### config.mk
export PLATFORM = sky130hd
export DESIGN_NAME = cvp_channel
export DESIGN_NICKNAME = d
export VERILOG_FILES = /design/src/pkg/cvp_pkg.sv /design/src/cvp_channel.sv /design/src/cvp_pulse_div.sv
export SDC_FILE = /design/constraint.sdc
export NUM_CORES = 2
export LEC_CHECK = 0
export ABC_CLOCK_PERIOD_IN_PS = 9300
export BUFFER_PORTS_ARGS = -buffer_cell sky130_fd_sc_hd__buf_4
export CORE_MARGIN = 2
export CORE_UTILIZATION = 65
export CTS_CLUSTER_SIZE = 12
export DETAILED_ROUTE_END_ITERATION = 10
export PLACE_DENSITY = 0.89
export REMOVE_ABC_BUFFERS = 1
export SLEW_MARGIN = 40
export SYNTH_ARGS = -nofsm -noshare
export SYNTH_HDL_FRONTEND = slang
export SYNTH_SLANG_ARGS = --single-unit
### constraint.sdc
create_clock -name mclk_in -period 9.3 [get_ports mclk_in]
set_input_delay 0.465 -clock mclk_in [delete_from_list [all_inputs] [get_ports mclk_in]]
set_output_delay 0.465 -clock mclk_in [all_outputs]
set_load 0.005 [all_outputs]
### src/pkg/cvp_pkg.sv
// Shared constants and carrier types for the channel value and error policy block
package cvp_pkg;
    // Process value width: signed percent in tenths (-250 .. 1250)
    localparam int VAL_W = 16;
    localparam logic signed [VAL_W-1:0] PCT_MIN = 16'shff06;   // -25.0 %
    localparam logic signed [VAL_W-1:0] PCT_MAX = 16'sh04e2;   // 125.0 %
    localparam logic signed [VAL_W-1:0] PCT_ZERO = 16'sh0000;  // 0 %
    localparam logic signed [VAL_W-1:0] PCT_FULL = 16'sh03e8;  // 100 %
    // Raw measured frequency in units of 0.1 Hz
    localparam int RAW_W = 16;
    localparam int CNT_W = 32;
    localparam int QUOT_W = 16;
    localparam int GOOD_W = 8;
    // Combined counter/frequency ceiling
    localparam int COMBO_MAX_HZ = 50;
    localparam logic [RAW_W-1:0] COMBO_MAX_RAW = 16'h01f4;     // 50.0 Hz in 0.1 Hz
    localparam logic [GOOD_W-1:0] GOOD_RESET = 8'h00;
    localparam logic [QUOT_W-1:0] QUOT_ONE = 16'h0001;

    typedef enum logic [1:0] {
        CVP_ERR_CURRENT = 2'b00,
        CVP_ERR_SUBST = 2'b01,
        CVP_ERR_LAST = 2'b10
    } cvp_err_mode_type;

    typedef enum logic [1:0] {
        CVP_MEAS_FREQ = 2'b00,
        CVP_MEAS_COUNT = 2'b01,
        CVP_MEAS_COMBO = 2'b10
    } cvp_meas_type;

    // Channel configuration
    typedef struct packed {
        logic module_active;
        logic simulate;
        logic sim_invalid;
        cvp_err_mode_type err_mode;
        cvp_meas_type meas;
        logic lead_fault_monitor;
        logic [GOOD_W-1:0] good_cycles;
        logic [QUOT_W-1:0] quotient;
        logic signed [VAL_W-1:0] sim_value;
        logic signed [VAL_W-1:0] subst_value;
        logic [RAW_W-1:0] range_start;
        logic [RAW_W-1:0] range_end;
        logic signed [VAL_W-1:0] lower_limit;
    } cvp_cfg_type;

    // Process value with status
    typedef struct packed {
        logic signed [VAL_W-1:0] value;
        logic invalid;
        logic line_fault;
        logic over_freq;
        logic active;
    } cvp_pv_type;
endpackage : cvp_pkg

### src/cvp_channel.sv
// Channel value selection, fault policy, scaling and pulse counting
// Functional notes
// - Normal mode forwards measured value
// - Simulation mode forwards configured simulation value
// - Current policy passes field value despite fault
// - Substitute policy forwards substitute, flagged invalid
// - Hold-last policy keeps last valid value
// - Line fault reported and triggers policy
// - Good only after N clean cycles
// - Channel active follows module activation
// - Combined mode limited to 50 Hz
// - Scale start 0%, end 100%, clamp lower
// - Counter counts every Nth pulse in count mode, every pulse in combined mode
// - Line monitoring disableable per channel
// - Percent values limited to -25..125
`timescale 1ns/1ns
`default_nettype none
module cvp_channel (
    input wire logic mclk_in,
    input wire logic rst_in,
    input wire logic cycle_tick_in,
    input wire cvp_pkg::cvp_cfg_type cfg_in,
    input wire logic [cvp_pkg::RAW_W-1:0] freq_raw_in,
    input wire logic lead_break_in,
    input wire logic lead_short_in,
    input wire logic pulse_in,
    input wire logic dir_in,
    output cvp_pkg::cvp_pv_type pv_out,
    output logic [cvp_pkg::CNT_W-1:0] count_out,
    output logic good_out
);
    import cvp_pkg::*;

    logic [GOOD_W-1:0] good_cnt_q;
    logic fault_q;
    logic signed [VAL_W-1:0] last_q;
    logic div_pulse;
    logic fault_now;
    logic over_freq;
    logic signed [VAL_W-1:0] scaled;
    logic signed [VAL_W-1:0] meas_val;
    logic signed [VAL_W-1:0] sel_val;
    logic sel_invalid;
    logic [QUOT_W-1:0] quot_eff;

    assign fault_now = cfg_in.lead_fault_monitor & (lead_break_in | lead_short_in);
    assign over_freq = (cfg_in.meas == CVP_MEAS_COMBO) && (freq_raw_in > COMBO_MAX_RAW);

    function automatic logic signed [VAL_W-1:0] clamp_pct(input logic signed [VAL_W-1:0] v);
        logic signed [VAL_W-1:0] r;
        r = v;
        if (v < PCT_MIN) begin
            r = PCT_MIN;
        end else if (v > PCT_MAX) begin
            r = PCT_MAX;
        end
        return r;
    endfunction : clamp_pct

    // linear scale start->0 %, end->100 %, then lower limit
    always_comb begin
        logic signed [RAW_W+1:0] num;
        logic signed [RAW_W+1:0] span;
        logic signed [RAW_W+12:0] prod;
        logic signed [RAW_W+12:0] q;
        q = '0;
        num = $signed({2'b00, freq_raw_in}) - $signed({2'b00, cfg_in.range_start});
        span = $signed({2'b00, cfg_in.range_end}) - $signed({2'b00, cfg_in.range_start});
        prod = (RAW_W+13)'(num) * (RAW_W+13)'(PCT_FULL);
        if (span > 0) begin
            q = prod / (RAW_W+13)'(span);
        end else begin
            q = '0;
        end
        if (q > (RAW_W+13)'(PCT_MAX)) begin
            q = (RAW_W+13)'(PCT_MAX);
        end else if (q < (RAW_W+13)'(PCT_MIN)) begin
            q = (RAW_W+13)'(PCT_MIN);
        end
        scaled = VAL_W'(q);
        if (scaled < cfg_in.lower_limit) begin
            scaled = cfg_in.lower_limit;
        end
    end

    assign meas_val = scaled;

    // Value selection by mode and error policy
    always_comb begin
        sel_val = meas_val;
        sel_invalid = 1'b0;
        if (cfg_in.simulate) begin
            sel_val = clamp_pct(cfg_in.sim_value);
            sel_invalid = cfg_in.sim_invalid;
        end else if (fault_q) begin
            unique case (cfg_in.err_mode)
                CVP_ERR_CURRENT: sel_val = meas_val;
                CVP_ERR_SUBST: begin
                    sel_val = clamp_pct(cfg_in.subst_value);
                    sel_invalid = 1'b1;
                end
                CVP_ERR_LAST: sel_val = last_q;
                default: sel_val = meas_val;
            endcase
        end
    end

    always_ff @(posedge mclk_in or posedge rst_in) begin
        if (rst_in) begin
            fault_q <= 1'b0;
            good_cnt_q <= GOOD_RESET;
        end else if (fault_now) begin
            fault_q <= 1'b1;
            good_cnt_q <= GOOD_RESET;
        end else if (!cfg_in.lead_fault_monitor) begin
            fault_q <= 1'b0;
            good_cnt_q <= GOOD_RESET;
        end else if (cycle_tick_in && fault_q) begin
            if (good_cnt_q + GOOD_W'(1) >= cfg_in.good_cycles) begin
                fault_q <= 1'b0;
                good_cnt_q <= GOOD_RESET;
            end else begin
                good_cnt_q <= good_cnt_q + GOOD_W'(1);
            end
        end
    end

    always_ff @(posedge mclk_in or posedge rst_in) begin
        if (rst_in) begin
            last_q <= PCT_ZERO;
        end else if (!fault_now && !fault_q && cycle_tick_in) begin
            last_q <= meas_val;
        end
    end

    // Process value register, updated each measuring cycle
    always_ff @(posedge mclk_in or posedge rst_in) begin
        if (rst_in) begin
            pv_out <= '0;
            good_out <= 1'b0;
        end else if (cycle_tick_in) begin
            pv_out.active <= cfg_in.module_active;
            pv_out.value <= cfg_in.module_active ? sel_val : PCT_ZERO;
            pv_out.invalid <= sel_invalid | ~cfg_in.module_active;
            pv_out.line_fault <= fault_q | fault_now;
            pv_out.over_freq <= over_freq;
            good_out <= ~(fault_q | fault_now) & cfg_in.module_active;
        end
    end

    // Quotient unused in combined mode
    assign quot_eff = (cfg_in.meas == CVP_MEAS_COUNT) ? cfg_in.quotient : QUOT_ONE;

    cvp_pulse_div #(.W(QUOT_W)) u_div (
        .mclk_in(mclk_in),
        .rst_in(rst_in),
        .pulse_in(pulse_in & cfg_in.module_active),
        .quotient_in(quot_eff),
        .pulse_out(div_pulse)
    );

    // Up/down counter, direction 1 counts down
    always_ff @(posedge mclk_in or posedge rst_in) begin
        if (rst_in) begin
            count_out <= '0;
        end else if (div_pulse && cfg_in.meas != CVP_MEAS_FREQ) begin
            count_out <= dir_in ? count_out - CNT_W'(1) : count_out + CNT_W'(1);
        end
    end

    // Checks
    // substitute implies invalid
    a_subst_invalid: assert property (@(posedge mclk_in) disable iff (rst_in)
        (cycle_tick_in && cfg_in.module_active && !cfg_in.simulate && fault_q
         && cfg_in.err_mode == CVP_ERR_SUBST) |=> pv_out.invalid)
        else $error("substitute not flagged invalid");
    a_sim_value: assert property (@(posedge mclk_in) disable iff (rst_in)
        (cycle_tick_in && cfg_in.module_active && cfg_in.simulate) |=> pv_out.value == $past(sel_val))
        else $error("simulation value not forwarded");
    a_fault_report: assert property (@(posedge mclk_in) disable iff (rst_in)
        (cycle_tick_in && fault_now) |=> pv_out.line_fault && !good_out)
        else $error("line fault not reported");
    a_monitor_off: assert property (@(posedge mclk_in) disable iff (rst_in)
        (!cfg_in.lead_fault_monitor) |=> !fault_q)
        else $error("fault with monitor off");
    a_active_follow: assert property (@(posedge mclk_in) disable iff (rst_in)
        cycle_tick_in |=> pv_out.active == $past(cfg_in.module_active))
        else $error("active does not follow module");
    a_good_delay: assert property (@(posedge mclk_in) disable iff (rst_in)
        (fault_q && !fault_now && cfg_in.lead_fault_monitor && !cycle_tick_in) |=> fault_q)
        else $error("fault cleared without tick");
    a_combo_limit: assert property (@(posedge mclk_in) disable iff (rst_in)
        (cycle_tick_in && over_freq) |=> pv_out.over_freq)
        else $error("over frequency not flagged");
    a_pct_span: assert property (@(posedge mclk_in) disable iff (rst_in)
        (pv_out.value >= PCT_MIN) && (pv_out.value <= PCT_MAX))
        else $error("value outside percent span");
    a_hold_last: assert property (@(posedge mclk_in) disable iff (rst_in)
        (cycle_tick_in && cfg_in.module_active && !cfg_in.simulate && fault_q
         && cfg_in.err_mode == CVP_ERR_LAST) |=> pv_out.value == $past(last_q))
        else $error("last value not held");
    // counter steps only on divided pulse
    a_count_step: assert property (@(posedge mclk_in) disable iff (rst_in)
        (!div_pulse) |=> count_out == $past(count_out))
        else $error("counter moved without pulse");

    c_sim: cover property (@(posedge mclk_in) disable iff (rst_in) cycle_tick_in && cfg_in.simulate);
    c_fault: cover property (@(posedge mclk_in) disable iff (rst_in) fault_q ##1 !fault_q);
    c_subst: cover property (@(posedge mclk_in) disable iff (rst_in) pv_out.invalid && pv_out.line_fault);
    c_count: cover property (@(posedge mclk_in) disable iff (rst_in) div_pulse);
endmodule : cvp_channel
`default_nettype wire

### src/cvp_pulse_div.sv
// Pulse prescaler that passes every Nth incoming pulse
`timescale 1ns/1ns
`default_nettype none
module cvp_pulse_div #(
    parameter int W = 16
) (
    input wire logic mclk_in,
    input wire logic rst_in,
    input wire logic pulse_in,
    input wire logic [W-1:0] quotient_in,
    output logic pulse_out
);
    logic [W-1:0] cnt_q;

    // Count pulses, emit one on the Nth; zero or one divides by one
    always_ff @(posedge mclk_in or posedge rst_in) begin
        if (rst_in) begin
            cnt_q <= '0;
            pulse_out <= 1'b0;
        end else begin
            pulse_out <= 1'b0;
            if (pulse_in) begin
                if (cnt_q + W'(1) >= quotient_in) begin
                    cnt_q <= '0;
                    pulse_out <= 1'b1;
                end else begin
                    cnt_q <= cnt_q + W'(1);
                end
            end
        end
    end
endmodule : cvp_pulse_div
`default_nettype wire
==> metrics.md, run 1 <==
| Metric | Value |
|---|---|
| Placed insts | 9159 |
| Post-synth EDFFs | 0 |
| CTS Buf Count | 9 |
| Setup WS pre-CTS | -98310 ps |
| Sequential area share after synthesis | 0.0541 |
| Stage where the run ended | clock tree synthesis (4_1_cts) |
| DIE HEIGHT | about 260 um |
| Synth Area per Inst | between 7 and 8 um2 |
| Die W | around 260 um |
| Flops & latches, synth | 95 |
| # IOs | 188 |
| Final HPWL DP | between 150000 and 200000 um |
| CTS root buf | clkbuf_16 |
| Routability cong. | around 1.1 |
| Area of the mapped netlist | 43900 um2 |
| Count of different cell masters after synthesis | ~160 |
| CTS Hold Bufs | 0 |
| DP Area | 61500 um2 |
| H-tree depth | 3 |
| Fraction of registers with async set/reset | 1.00 |
| Syn Inst Count | 6122 |
| Error | [ERROR DPL-0038] Utilization greater than 100%, impossible to legalize |
| Row count | 95 |
| Post-CTS sizing | 819 |
| Postcts setup bufs | 627 |
| Status | did not finish |
| Sink Count | 95 |
| Share of the synthesized area in the top cell type | 0.169 |
| Starting Density | 0.655 |
| Top cells by area, synth | ha_1, xnor2_1, a21oi_1, dfrtp_1, nor2_1 |
| I/O Buffers | 187 |
| Synth area leader | ha_1 |
| YS warnings | 0 |
| CTS max path bufs | 2 |
| Top_reg_cell synth | dfrtp_1 |
-- kinds of logic after synthesis --
logic type,after synthesis,share of synthesized area
other,2,0.000171
multiplexers,147,0.0363
adder cells (fa/ha/maj),656,0.197
AO/OA/AOI/OAI,1925,0.296
XOR/XNOR,516,0.105
buffers and inverters,590,0.0602
AND/OR/NAND/NOR,2191,0.251
flip-flops,95,0.0541
-- cell usage after synthesis (29+ instances only) --
master	number
nand2b_1	126
inv_1	394
dfrtp_1	95
nand3_1	152
mux2i_1	53
nand4_1	97
nor3_1	186
xnor2_1	360
and2_1	77
o21ai_1	43
a211oi_1	55
and3_1	58
a21oi_1	510
o21a_1	105
fa_1	59
a31oi_1	31
o211ai_1	32
ha_1	593
o21bai_1	118
nor4_1	62
clkbuf_1	89
nand2_1	516
or2_2	29
mux2_2	91
nor2_1	586
o21ai_0	365
nor2b_1	66
o31ai_1	102
xor2_1	145
or3_1	46
a21o_1	209
buf_4	34
-- stage by stage --
step | utilization | hold WS (ps)
after detailed placement | 0.918 | 464
after global placement | 0.918 | 458
after floorplan | - | 456
==> run 2, diff against run 1 <==
Settings changed: CORE_UTILIZATION 65 to 40, CTS_CLUSTER_SIZE 12 to unset, PLACE_DENSITY 0.89 to unset, PLACE_DENSITY_LB_ADDON set to 0.15.
==> run 2 against run 1 <==
Effect of this change:
- the flow now finishes, with violations (setup timing)
- synthesized cell count did not move
- area after synthesis did not move
==> metrics.md, run 2 <==
| Metric | Value |
|---|---|
| RR Startpoint | count_out[1] |
| Starting Density | 0.404 (was 0.655) |
| Top_reg_cell synth | dfrtp_1 (unchanged) |
| Fin. Hold Viols | 0 |
| DIE HEIGHT | 335 um (was 264 um) |
| Most frequent cells in the layout | buf_4, ha_1, nor2_1 |
| Clock Pin Slew Worst Setup and Hold Paths | 70 ps |
| Row count | 121 (was 95) |
| Setup TNS | -2564680 ps |
| Largest net degree at the start of global routing | 69 |
| Routability cong. | 0.989 (was 1.11) |
| Largest register by flop count | count_out |
| Synth Area per Inst | 7.18 um2 (unchanged) |
| Iter 0 DRT Violations | 4011 |
| Top fanout value on the critical path | 8 |
| Fraction of registers with async set/reset | 1.00 (unchanged) |
| DP Area | 63400 um2 (was 61500 um2) |
| First-pass GRT wire length | 294000 um |
| Reg2Reg Depth | 35 |
| Core ar. | 109000 um2 |
| F_max | 0.0112 GHz |
| RSZ-0062 raised after global routing | yes |
| Syn Inst Count | 6122 (unchanged) |
| Final period utilization | 9.63 |
| TritonCTS clock tree | yes |
| Sequential area share after synthesis | 0.0541 (unchanged) |
| Max reg flops | 32 |
| Critical Path RT | 9550 ps |
| Synth area leader | ha_1 (unchanged) |
| Critical Path Max Stage Delay | 570 ps |
| CTS max path bufs | 2 (unchanged) |
| # IOs | 188 (unchanged) |
| R2R Path End | count_out[31] |
| DR pass1 iterations | 5 |
| Routed wire length | roughly 190000 um |
| I/O Buffers | 187 (unchanged) |
| Flops & latches, synth | 95 (unchanged) |
| Avg WL per Cell | 18.2 um |
| Synth-to-layout area growth | 63.9% |
| FILL cells | around 9300 |
| Max-slew violations | 0 |
| Failing checks | setup timing |
| Count of different cell masters after synthesis | 164 (unchanged) |
| DRC | 0 |
| H-tree depth | 3 (unchanged) |
| CP startpoint | cfg_in[33] |
| Skew final | 6.08 ps |
| Worst slew pin tran | 912 ps |
| CTS root buf | clkbuf_16 (unchanged) |
| Area of the mapped netlist | 43900 um2 (unchanged) |
| Slew HR | 0.392 |
| Post-route ant nets | 0 |
| Mean number of vias per cell | 5.51 |
| Max Cap Viol | 0 |
| Fraction of layout cells with a size suffix above 1 | 0.434 |
| Hold Crit Class | primary input to asynchronous set/reset pin |
| Arrival @ worst endpoint | 89790 ps |
| Die W | 335 um (was 264 um) |
| Regs by FF count | count_out (32), pv_out (20) |
| Top cells by area, synth | ha_1, xnor2_1, a21oi_1, dfrtp_1, nor2_1 (unchanged) |
| CTS Buf Count | 9 (unchanged) |
| Sink Count | 95 (unchanged) |
| Nets | about 10000 |
| Initial antenna violation count | 1 |
| Synth cell count leaders | ha_1, nor2_1, nand2_1 (unchanged) |
| GRT Residual Overflow | 0 |
| CP max stage cell | or4_4 |
| Die area | approximately 110000 um2 |
| Share of the synthesized area in the top cell type | 0.169 (unchanged) |
| Status | finished with violations (was did not finish) |
| Post-route cell area | 72000 um2 |
| # setup viols final | 32 |
| Final WS setup | -80240 ps |
| Via Count | approximately 58000 |
| Post-synth EDFFs | 0 (unchanged) |
| Placed insts | 9856 (was 9159) |
| Most common cell after layout, fill and taps aside | buf_4 |
| Clock Latency Late Sink | 360 ps |
| Most frequent CP cell | buf_4 |
| CP endpoint kind | flip-flop |
| Post-layout minimum cycle time | 89540 ps |
| Final HPWL DP | 143000 um (was 197000 um) |
| YS warnings | 0 (unchanged) |
| Setup slack, reg-to-reg | 3110 ps |
| Vias in the first global route | between 50000 and 60000 |
| Final Non-Filler Cells | around 10000 |
| Most common cell in the netlist | ha_1 (unchanged) |
| Setup Crit Path Kind | primary input to flip-flop |
| Utilization after layout | 0.662 |
| GRT Resource Usage Total | 0.321 |
| Crit start category | primary input |
run 2: cell counts after synthesis:
No cell type changed its count.
run 2: what timing repair did:
action / 4_1_cts / 5_1_grt
gates cloned: 5 / 1
setup buffers: 499 / 119
pin swaps: 379 / 499
setup endpoints to repair: 32 / 32
gates resized for setup: 463 / 409
hold buffers: 0 / 0
run 2: layout make-up:
class / count / area (um2) / share of cell area
tap: 1414 / 1770 / 0.0246
multi-input combinational: 5516 / 42900 / 0.595
clock inverter: 4 / 30.0 / 0.000417
sequential: 95 / 2380 / 0.0330
inverter: 399 / 1510 / 0.0210
clock buffer: 12 / 236 / 0.00328
antenna: 1 / 2.50 / 0.0000347
timing repair buffer: 3041 / 23200 / 0.323
run 2: logic make-up after synthesis:
kind of cell,count (synthesis),synth area share
other,2,0.000171
AO/OA/AOI/OAI,1925,0.296
buffers and inverters,590,0.0602
XOR/XNOR,516,0.105
AND/OR/NAND/NOR,2191,0.251
adder cells (fa/ha/maj),656,0.197
multiplexers,147,0.0363
flip-flops,95,0.0541
run 2: metrics by stage:
step,setup slack [ps],hold WS (ps)
global placement,-84330,468
floorplan,-97390,456
finish,-80240,85.0
global route,-84980,100
detailed placement,-86420,477
CTS,-77970,84.6
run 2: worst max path at each step:
| stage | slack (ps) | end |
|---|---|---|
| 2_1_floorplan | -97390 | last_q[5] |
| 3_3_place_gp | -84330 | pv_out[19] |
| 3_5_place_dp | -86420 | pv_out[6] |
| 4_1_cts | -77970 | pv_out[6] |
| 5_1_grt | -84980 | pv_out[8] |
| 6_report | -80240 | last_q[5] |
run 2: layer usage:
metal,wire [um],GRT usage,vias to the layer above
met5,0,0,-
met3,10500,0.0329,546
met1,81900,0.409,27200
met4,9870,0.140,0
met2,88600,0.547,1786
li1,-,-,28200
run 2: critical path: cells and delay by family:
family | cells | cell delay [ps]
simple gates | 167 | 22860
compound gates | 248 | 39940
mux | 11 | 3150
xor+xnor | 14 | 2180
fa+ha+maj | 34 | 10050
buf+inv | 89 | 10860
Power of run 2 is left out: the tool's default activity adds up to more than one toggle a clock period on the data nets, which glitch-free logic cannot reach.
